[src/pcibic_defs.svh]
// Behaviour
// The upper half of configuration dword 00h returns a fixed 16-bit device code, and writes to it change nothing.
// Command bit 0 at dword 04h is a read/write I/O enable, reset to zero, without which primary I/O cycles are ignored.
// Command bit 1 is a read/write memory enable, reset to zero, without which primary memory cycles are ignored.
// With command bit 2 clear the bridge never masters the primary bus and ignores secondary memory and I/O cycles;
// the code drops only a forwarded cycle still waiting for grant, and one already granted runs on until pri_mdone_i.
// With command bit 2 set the bridge may master the primary bus to carry cycles forwarded from the secondary side.
// The special-cycle bit of the command register is read-only and always reads as zero.
// The registers sit in a 64-byte header reached by configuration cycles from the primary side.
// Writes leave read-only fields unchanged while writable command bits follow the byte enables.
`ifndef PCIBIC_DEFS_SVH
`define PCIBIC_DEFS_SVH

// Header space, byte addressed, dword aligned
`define PCIBIC_SPACE_BYTES 64
`define PCIBIC_ADDR_W 6
`define PCIBIC_OFF_ID 6'h00
`define PCIBIC_OFF_CMD 6'h04

// Field positions in the identity dword
`define PCIBIC_DEVID_HI 31
`define PCIBIC_DEVID_LO 16

// Command bit positions
`define PCIBIC_CMD_IO 0
`define PCIBIC_CMD_MEM 1
`define PCIBIC_CMD_BME 2
`define PCIBIC_CMD_SPC 3

// Command low byte reset value and writable mask
`define PCIBIC_CMD_RST 8'h00
`define PCIBIC_CMD_WMASK 8'h07

// Byte lane carrying the command low byte
`define PCIBIC_CMD_LANE 0

`endif

[src/pcibic_pkg.sv]
package pcibic_pkg;

  // Configuration access from the primary target logic
  typedef struct packed {
    logic valid;
    logic write;
    logic [5:0] addr;
    logic [3:0] be;
    logic [31:0] wdata;
  } pcibic_cfg_req_t;

  // Configuration answer
  typedef struct packed {
    logic ack;
    logic [31:0] rdata;
  } pcibic_cfg_rsp_t;

  // Cycle seen on one bus, already address-decoded
  typedef struct packed {
    logic valid;
    logic is_io;
    logic [31:0] addr;
  } pcibic_cyc_t;

  // Configuration access sequencer
  typedef enum logic [0:0] {
    PCIBIC_CFG_IDLE = 1'b0,
    PCIBIC_CFG_RESP = 1'b1
  } pcibic_cfg_state_t;

  // Primary master sequencer for forwarded cycles
  typedef enum logic [1:0] {
    PCIBIC_FWD_IDLE = 2'b00,
    PCIBIC_FWD_REQ = 2'b01,
    PCIBIC_FWD_XFER = 2'b11,
    PCIBIC_FWD_DONE = 2'b10
  } pcibic_fwd_state_t;

endpackage

[src/pcibic_byte_reg.sv]
`include "pcibic_defs.svh"

module pcibic_byte_reg #(
  parameter int W = 8,
  parameter logic [W-1:0] RST = '0,
  parameter logic [W-1:0] WMASK = '1
) (
  input wire logic clk_i,
  input wire logic rst_n_i,
  input wire logic we_i,
  input wire logic [W-1:0] wdata_i,
  output logic [W-1:0] q_o
);

  logic [W-1:0] q_q;
  logic [W-1:0] q_d;

  // Masked bits keep their reset value for good
  assign q_d = (q_q & ~WMASK) | (wdata_i & WMASK);
  assign q_o = q_q;

  // Storage, synchronous reset
  always_ff @(posedge clk_i) begin
    if (!rst_n_i) begin
      q_q <= RST;
    end else if (we_i) begin
      q_q <= q_d;
    end
  end

endmodule

[src/pcibic_cfg_regs.sv]
`include "pcibic_defs.svh"

module pcibic_cfg_regs
  import pcibic_pkg::*;
#(
  parameter logic [15:0] DEVICE_CODE = 16'h0002, // Arbitrary value
  parameter logic [15:0] MAKER_CODE = 16'h0001 // Arbitrary value
) (
  input wire logic clk_i,
  input wire logic rst_n_i,
  // Configuration access
  input wire pcibic_cfg_req_t cfg_req_i,
  output logic cfg_ready_o,
  output pcibic_cfg_rsp_t cfg_rsp_o,
  // Primary target cycles, address already decoded as ours
  input wire pcibic_cyc_t pri_cyc_i,
  output logic pri_claim_o,
  // Secondary target cycles to be forwarded upstream
  input wire pcibic_cyc_t sec_cyc_i,
  output logic sec_claim_o,
  output logic sec_done_o,
  output logic sec_abort_o,
  // Primary master side
  output logic pri_mreq_o,
  output pcibic_cyc_t pri_mcyc_o,
  input wire logic pri_gnt_i,
  input wire logic pri_mdone_i,
  // Enable levels for the rest of the bridge
  output logic io_en_o,
  output logic mem_en_o,
  output logic master_en_o
);

  ////////////////////////////////////////////////////////////////////////////
  // Declarations

  pcibic_cfg_state_t cfg_state_q;
  pcibic_cfg_state_t cfg_state_d;
  pcibic_fwd_state_t fwd_state_q;
  pcibic_fwd_state_t fwd_state_d;
  logic [31:0] rdata_q;
  logic [31:0] rdata_d;
  logic ack_q;
  pcibic_cyc_t fwd_cyc_q;
  logic done_q;
  logic abort_q;

  logic cfg_take;
  logic hit_id;
  logic hit_cmd;
  logic cmd_we;
  logic [7:0] cmd_wbyte;
  logic [7:0] cmd_byte;
  logic [31:0] id_dword;
  logic [31:0] cmd_dword;
  logic io_en;
  logic mem_en;
  logic bme;
  logic sec_take;
  logic fwd_idle;

  // Register offsets as sized constants, so their dword bits can be picked
  localparam logic [`PCIBIC_ADDR_W-1:0] OFF_ID = `PCIBIC_OFF_ID;
  localparam logic [`PCIBIC_ADDR_W-1:0] OFF_CMD = `PCIBIC_OFF_CMD;

  ////////////////////////////////////////////////////////////////////////////
  // Configuration decode

  // One access in flight; answer in the cycle after it is taken
  assign cfg_ready_o = (cfg_state_q == PCIBIC_CFG_IDLE);
  assign cfg_take = cfg_req_i.valid && cfg_ready_o;

  // Only the dword index selects a register in the 64-byte header
  // header dword decode
  assign hit_id = cfg_req_i.addr[`PCIBIC_ADDR_W-1:2] ==
                  OFF_ID[`PCIBIC_ADDR_W-1:2];
  assign hit_cmd = cfg_req_i.addr[`PCIBIC_ADDR_W-1:2] ==
                   OFF_CMD[`PCIBIC_ADDR_W-1:2];

  // Writes to the identity dword have no target at all
  // byte enable gating
  assign cmd_we = cfg_take && cfg_req_i.write && hit_cmd &&
                  cfg_req_i.be[`PCIBIC_CMD_LANE];
  assign cmd_wbyte = cfg_req_i.wdata[`PCIBIC_CMD_LANE*8 +: 8];

  ////////////////////////////////////////////////////////////////////////////
  // Command low byte

  // special cycle read zero
  // read-only bits kept
  pcibic_byte_reg #(
    .W(8),
    .RST(`PCIBIC_CMD_RST),
    .WMASK(`PCIBIC_CMD_WMASK)
  ) u_cmd_lo (
    .clk_i(clk_i),
    .rst_n_i(rst_n_i),
    .we_i(cmd_we),
    .wdata_i(cmd_wbyte),
    .q_o(cmd_byte)
  );

  // Individual enables
  // I/O enable bit
  assign io_en = cmd_byte[`PCIBIC_CMD_IO];
  // memory enable bit
  assign mem_en = cmd_byte[`PCIBIC_CMD_MEM];
  // master enable bit
  assign bme = cmd_byte[`PCIBIC_CMD_BME];

  assign io_en_o = io_en;
  assign mem_en_o = mem_en;
  assign master_en_o = bme;

  ////////////////////////////////////////////////////////////////////////////
  // Read data

  // fixed device code
  assign id_dword = {DEVICE_CODE, MAKER_CODE};
  // Status half and upper command byte are outside this block, read zero
  assign cmd_dword = {24'h000000, cmd_byte};

  // Unmapped dwords read zero
  assign rdata_d = hit_id ? id_dword :
                   hit_cmd ? cmd_dword :
                   32'h00000000;

  // Configuration sequencer next state
  always_comb begin
    cfg_state_d = cfg_state_q;
    unique case (cfg_state_q)
      PCIBIC_CFG_IDLE: begin
        if (cfg_take) begin
          cfg_state_d = PCIBIC_CFG_RESP;
        end
      end
      PCIBIC_CFG_RESP: begin
        cfg_state_d = PCIBIC_CFG_IDLE;
      end
    endcase
  end

  // Answer registers; read data held until the next read answer
  always_ff @(posedge clk_i) begin
    if (!rst_n_i) begin
      cfg_state_q <= PCIBIC_CFG_IDLE;
      ack_q <= 1'b0;
      rdata_q <= 32'h00000000;
    end else begin
      cfg_state_q <= cfg_state_d;
      ack_q <= cfg_take;
      if (cfg_take && !cfg_req_i.write) begin
        rdata_q <= rdata_d;
      end
    end
  end

  // One driver for the whole answer struct
  assign cfg_rsp_o = '{ack: ack_q, rdata: rdata_q};

  ////////////////////////////////////////////////////////////////////////////
  // Primary target gating

  // Claim only the cycle types whose space is enabled
  // ignore I/O when off
  // ignore memory when off
  assign pri_claim_o = pri_cyc_i.valid &&
                       (pri_cyc_i.is_io ? io_en : mem_en);

  ////////////////////////////////////////////////////////////////////////////
  // Secondary forwarding and primary mastering

  assign fwd_idle = (fwd_state_q == PCIBIC_FWD_IDLE);

  // Secondary cycles are claimed only with mastering enabled
  // secondary claim gated
  assign sec_take = sec_cyc_i.valid && bme && fwd_idle;
  assign sec_claim_o = sec_take;

  // Forwarding sequencer next state
  always_comb begin
    fwd_state_d = fwd_state_q;
    unique case (fwd_state_q)
      PCIBIC_FWD_IDLE: begin
        if (sec_take) begin
          fwd_state_d = PCIBIC_FWD_REQ;
        end
      end
      PCIBIC_FWD_REQ: begin
        // drop request if disabled
        if (!bme) begin
          fwd_state_d = PCIBIC_FWD_IDLE;
        end else if (pri_gnt_i) begin
          fwd_state_d = PCIBIC_FWD_XFER;
        end
      end
      PCIBIC_FWD_XFER: begin
        if (pri_mdone_i) begin
          fwd_state_d = PCIBIC_FWD_DONE;
        end
      end
      PCIBIC_FWD_DONE: begin
        fwd_state_d = PCIBIC_FWD_IDLE;
      end
    endcase
  end

  // Forwarding registers
  always_ff @(posedge clk_i) begin
    if (!rst_n_i) begin
      fwd_state_q <= PCIBIC_FWD_IDLE;
      fwd_cyc_q <= '0;
      done_q <= 1'b0;
      abort_q <= 1'b0;
    end else begin
      fwd_state_q <= fwd_state_d;
      if (sec_take) begin
        fwd_cyc_q <= sec_cyc_i;
      end
      done_q <= (fwd_state_q == PCIBIC_FWD_XFER) && pri_mdone_i;
      abort_q <= (fwd_state_q == PCIBIC_FWD_REQ) && !bme;
    end
  end

  // Bus request asserted only while mastering is enabled
  // master when enabled
  // no master when off
  assign pri_mreq_o = (fwd_state_q == PCIBIC_FWD_REQ) && bme;
  assign pri_mcyc_o = fwd_cyc_q;
  assign sec_done_o = done_q;
  assign sec_abort_o = abort_q;

endmodule

[config.mk]
export PLATFORM = sky130hd
export DESIGN_NAME = pcibic_cfg_regs
export DESIGN_NICKNAME = d
export VERILOG_FILES = /design/src/pcibic_pkg.sv /design/src/pcibic_byte_reg.sv /design/src/pcibic_cfg_regs.sv
export VERILOG_INCLUDE_DIRS = /design/src
export SDC_FILE = /design/constraint.sdc
export NUM_CORES = 1
export LEC_CHECK = 0
export BUFFER_PORTS_ARGS = -buffer_cell sky130_fd_sc_hd__buf_2
export CORE_ASPECT_RATIO = 0.8
export CORE_MARGIN = 1
export CORE_UTILIZATION = 30
export DETAILED_ROUTE_END_ITERATION = 12
export GPL_TIMING_DRIVEN = 0
export PLACE_DENSITY = 0.66
export SLEW_MARGIN = 20
export SYNTH_ARGS = -nofsm -noshare
export SYNTH_HDL_FRONTEND = slang
export SYNTH_SLANG_ARGS = --single-unit
export TNS_END_PERCENT = 30
[constraint.sdc]
create_clock -name clk_i -period 1.6 [get_ports clk_i]
set_input_delay 0.08 -clock clk_i [delete_from_list [all_inputs] [get_ports clk_i]]
set_output_delay 0.08 -clock clk_i [all_outputs]
set_load 0.01 [all_outputs]
=== After elaboration in Yosys (flattened, before gate mapping) ===
Cells that the tools add are included.
Widths: inputs -> output; s select.

* Flip-flop bits (word level): 80
* Input bits: 116

* Mux-type cells: 10
* Bitwise gates (word level): 2
* Equal/unequal tests: 7
* Reduce and logical (&&, ||, !) cells: 16

{| class="wikitable"
|+ Operators by type and width
! operator !! count
|-
| $mux 18 || 1
|-
| $logic_and 1x1->1 || 11
|-
| $mux 2 || 4
|-
| $mux 8 || 1
|-
| $or 8x3->8 || 1
|-
| $pmux 2 s4 || 1
|-
| $eq 2x2->1 const B || 2
|-
| $eq 4x1->1 const B || 1
|-
| $logic_not 4->1 || 1
|-
| $ne 2x2->1 const B || 2
|-
| $ne 3x3->1 const B || 1
|-
| $reduce_and 3->1 || 1
|-
| $eq 2x1->1 const B || 1
|-
| $logic_not 1->1 || 2
|-
| $logic_not 2->1 || 1
|-
| $mux 1 || 2
|-
| $pmux 1 s2 || 1
|-
| $not 1->1 || 1
|}

=== Logic depth before layout (Yosys ltp) ===
* Depth in word-level cells: 5
* Gate-level depth with buffers: 6
* Depth with buffers taken out: 4

=== Modules after synthesis ===
From an unflattened synthesis, not the netlist that was laid out.

* Cell total of the unflattened synthesis: 256
* Area, all modules: 2,243.4 sq um

{| class="wikitable"
|+ By module, submodules not included
! module !! cells an instance !! area an instance (sq um) !! sequential area each (sq um) !! times used
|-
| pcibic_cfg_regs || 241 || 2,093.3 || 980.9 || 1
|-
| pcibic_byte_reg || 15 || 150.1 || 60.1 || 1
|}

=== Worst setup path before layout ===
Ideal clock, no wire load.

* Path kind: reg-to-reg
* From: register u_cmd_lo.q_q[2] (netlist: u_cmd_lo.q_o[2])
* To: register fwd_cyc_q, in the netlist pri_mcyc_o[0]
* Path buffers: 2
* Clock period less this slack: 1,126 ps
* Path slack: 474 ps
* Data arrival time: 1,061 ps
* Library setup time: 66 ps
* Stages on the path, launching flop included: 7
* Cells stage by stage: dfxtp_1 > nand4bb_1 > buf_6 > inv_8 > buf_6 > nand2_1 > a21boi_2

* Longest elaborated chain between the ends: 2

{| class="wikitable"
|+ Ends and longest elaborated chain
! item !! RTL line !! text
|-
| from (decl) || pcibic_byte_reg.sv:15 || <nowiki>logic [W-1:0] q_q;</nowiki>
|-
| from (signal assigned) || pcibic_byte_reg.sv:27 || <nowiki>q_q <= q_d;</nowiki>
|-
| $logic_and 1x1->1 (2 in a row) || pcibic_cfg_regs.sv:177 || <nowiki>assign sec_take = sec_cyc_i.valid && bme && fwd_idle;</nowiki>
|-
| named net sec_claim_o || pcibic_cfg_regs.sv:20 || <nowiki>output logic sec_claim_o,</nowiki>
|-
| to (signal assigned) || pcibic_cfg_regs.sv:218 || <nowiki>fwd_cyc_q <= sec_cyc_i;</nowiki>
|-
| to (decl) || pcibic_cfg_regs.sv:44 || <nowiki>pcibic_cyc_t fwd_cyc_q;</nowiki>
|}

The timed path passes the listed nets, and every way through them passes these cells.
A chain may end at the register's enable or synchronous reset.

=== Worst setup path in the final report ===
* From: register fwd_state_q[0]
* To: output sec_claim_o

* Longest elaborated chain between the ends: 2

{| class="wikitable"
|+ Ends and longest elaborated chain
! item !! RTL line !! text
|-
| from (decl) || pcibic_cfg_regs.sv:39 || <nowiki>pcibic_fwd_state_t fwd_state_q;</nowiki>
|-
| from (signal assigned) || pcibic_cfg_regs.sv:216 || <nowiki>fwd_state_q <= fwd_state_d;</nowiki>
|-
| $logic_not 2->1 || pcibic_cfg_regs.sv:173 || <nowiki>assign fwd_idle = (fwd_state_q == PCIBIC_FWD_IDLE);</nowiki>
|-
| $logic_and 1x1->1 || pcibic_cfg_regs.sv:177 ||
|-
| to (decl) || pcibic_cfg_regs.sv:20 ||
|}

Every way passes these cells.

==> impl_metrics.tcl <==
set metrics [dict create \
    worst_r2r_startpoint "cfg_state_q" \
    post_drt_wl_per_cell_um 10.3 \
    ant_nets 0 \
    crit_type "reg2out" \
    grt_overflow 0 \
    vdd_drop_max_mv 0.307 \
    tightest_slew_ns 0.497 \
    slew_violations 0 \
    power_density_nw_per_um2 712 \
    final_net_count 485 \
    hpwl_um 3680 \
    p_switching_uw 472 \
    min_period_over_period_pct 90.4 \
    grt_pass1_vias 1647 \
    seq_area_um2 983 \
    setup_viol 0 \
    swShare_pct 22.3 \
    status "completed" \
    clock_power_share_pct 32.6 \
    drt_iter0_drc 38 \
    ys_ff_latch 49 \
    synth_edf_count 0 \
    root_buffer "clkbuf_8" \
    area_delta_synth_final_pct 37.4 \
    timing.max_cap.violations 0 \
    core_area_um2 6930 \
    dieWidth_um 96.9 \
    vias 1843 \
    slew-limit-headroom_pct 66.7 \
    cts.clk_slew.worst_paths_ns 0.09 \
    yosys_warnings 0 \
    fin_crit_ns 1.45 \
    fin_skew_ns 0.00658 \
    start_kind "flip-flop" \
    die_height_um 77.9 \
    synth_cells 236 \
    yosysUniqueCellTypes 28 \
    drc 0 \
    cp_slowest_stage_delay_ns 0.35 \
    synth_flop_cell "dfxtp_1" \
    critical_path_required_ns 1.52 \
    critPathArrivalTime_ns 1.37 \
    syn_area_um2 2160 \
    power.leakage_uw 0.00141 \
    crit_top_cell "buf_6" \
    gp_congestion 0.681 \
    viasPerCell 4.03 \
    clock_path_buffers 2 \
    seqPwrFrac_pct 58.0 \
    final_util_pct 42.8 \
    tritoncts "built" \
    max_freq_mhz 691 \
    clkSinkCount 49 \
    pin_count 192 \
    rows 27 \
    syn_avg_cell_area_um2 9.15 \
    endpoint_kind "output port" \
    grtUsageTotal_pct 12.3 \
    fill_cells 710 \
    combPwrFrac_pct 9.4 \
    cp-startpoint "fwd_state_q[0]" \
    hold_class "in2reg" \
    start_util_pct 31.2 \
    critPathSlowestCell "dfxtp_1" \
    hold_start "sec_cyc_i[7]" \
    firstDrtPassIters 5 \
    rsz0062_at_grt "false" \
    path_cells "nand4bb_1 > buf_6 > inv_8 > buf_6 > buf_2" \
    grt_antenna_before_repair 0 \
    grt_pass1_wl_um 7600 \
    port_buffers 102 \
    cts-htree-levels 2 \
    cts_buffers 5 \
    postCtsSetupBuffers 0 \
    internal-power_uw 1640 \
    reg2reg_slack_ns 0.40 \
    place_area_um2 2860 \
    die_area_um2 7540 \
    design_area_um2 2970 \
    layout-drive-gt1-share_pct 45.9 \
    insertion_delay_ns 0.29 \
    worstPathMaxFanout 10 \
    seq_area_frac_synth_pct 45.4 \
    hold_viol_final 0 \
    multi_input_area_um2 941 \
    routed_wl_um 4690 \
    setup-tns-final_ns 0 \
    grt_max_degree 15 \
    synth_async_sr_flop_share_pct 0 \
    diodes 0 \
]
## cell families (layout without fill, tap and decap cells)
kind of cell	after synthesis	count (layout)	share of synthesized area (%)
buffers and inverters	43	155	14.8
muxes	5	5	2.32
DFF	49	49	45.4
and+or+nand+nor	97	97	20.0
other	1	23	0.174
AOI/OAI and AO/OA	41	41	17.3
## routing by layer
layer  GRT usage (%)  share of wire (%)  vias to the layer above
met1            15.9                 48                      795
met4            3.58               0.26                        0
li1                -                  -                      978
met5               0                  0                        -
met2            19.5                 44                       68
met3            4.32                7.9                        2
## sequential cells by signal, summed over array words and instances, names as in the netlist
name,count
rdata_q,6
fwd_state_q,2
cfg_state_q,1
u_cmd_lo.q_o,3
ack_q,1
sec_abort_o,1
sec_done_o,1
pri_mcyc_o,34
## stage by stage
| stage | worst slack (ns) | cells | power, uW | hold WS [ns] |
|---|---|---|---|---|
| 2_1_floorplan | 0.474 | 258 | 1370 | 0.202 |
| 3_3_place_gp | 0.394 | 447 | 1450 | 0.316 |
| 3_5_place_dp | 0.381 | 447 | 1450 | 0.319 |
| 4_1_cts | 0.0868 | 455 | 2160 | 0.00592 |
| 5_1_grt | 0.0113 | 457 | 2240 | 0.00334 |
| 6_report | 0.153 | 457 | 2110 | 0.0198 |
## cells in the mapped netlist, types with 2 or more instances
| cell type | instances | area, um^2 |
|---|---|---|
| nor2_1 | 2 | 7.51 |
| o21ai_0 | 2 | 10.0 |
| mux2i_1 | 5 | 50.1 |
| and3b_1 | 3 | 26.3 |
| inv_1 | 2 | 7.51 |
| a21boi_0 | 3 | 22.5 |
| dfxtp_1 | 49 | 981 |
| a21boi_2 | 20 | 225 |
| and2_1 | 3 | 18.8 |
| buf_4 | 30 | 225 |
| a21boi_1 | 10 | 75.1 |
| nand2_1 | 79 | 297 |
| o22ai_1 | 3 | 18.8 |
| clkbuf_1 | 4 | 15.0 |
| buf_6 | 5 | 56.3 |
| nor3_1 | 2 | 10.0 |
| nor2b_1 | 3 | 18.8 |
## path summary, 6_finish.rpt
kind / end / cells after the start
max: sec_claim_o / 5
min: pri_mcyc_o[7] / 3
max reg2reg: rdata_q[17] / 3
min reg2reg: pri_mcyc_o[5] / 2
## power by group through the flow
stage / registers, uW / logic [uW] / clock network, uW
floorplan: 1250 / 114 / 0
detailed placement: 1250 / 194 / 0
global route: 1230 / 217 / 795
CTS: 1230 / 195 / 736
global placement: 1250 / 194 / 0
finish: 1230 / 198 / 689
## final cells by class
cell class | instances | share of cell area, %
Timing Repair Buffer | 104 | 17.9
Multi-Input combinational cell | 166 | 31.7
Buffer | 40 | 10.2
Clock inverter | 2 | 0.337
Clock buffer | 6 | 2.45
Tap cell | 87 | 3.67
Inverter | 3 | 0.633
Sequential cell | 49 | 33.2
## placed cells by master (no fill, tap or decap), types with 5 or more instances in the layout
cell type / n
a21boi_2: 20
buf_4: 30
conb_1: 23
mux2i_1: 5
dfxtp_1: 47
a21boi_1: 10
buf_6: 5
buf_2: 103
clkbuf_1: 5
nand2_1: 79
clkbuf_8: 5
## worst max-delay path, delay by kind of cell (launching register included)
family	cells	cell delay [ns]
buffers and inverters	4	0.52
AND/OR/NAND/NOR	1	0.21
flip-flops	1	0.35
## what timing repair did
item,in CTS,in global routing
gates resized for setup,0,2
setup endpoints to repair,0,1
hold buffers,0,2
endpoints found under the hold margin,0,2
Power figures use the tool's default switching activity.
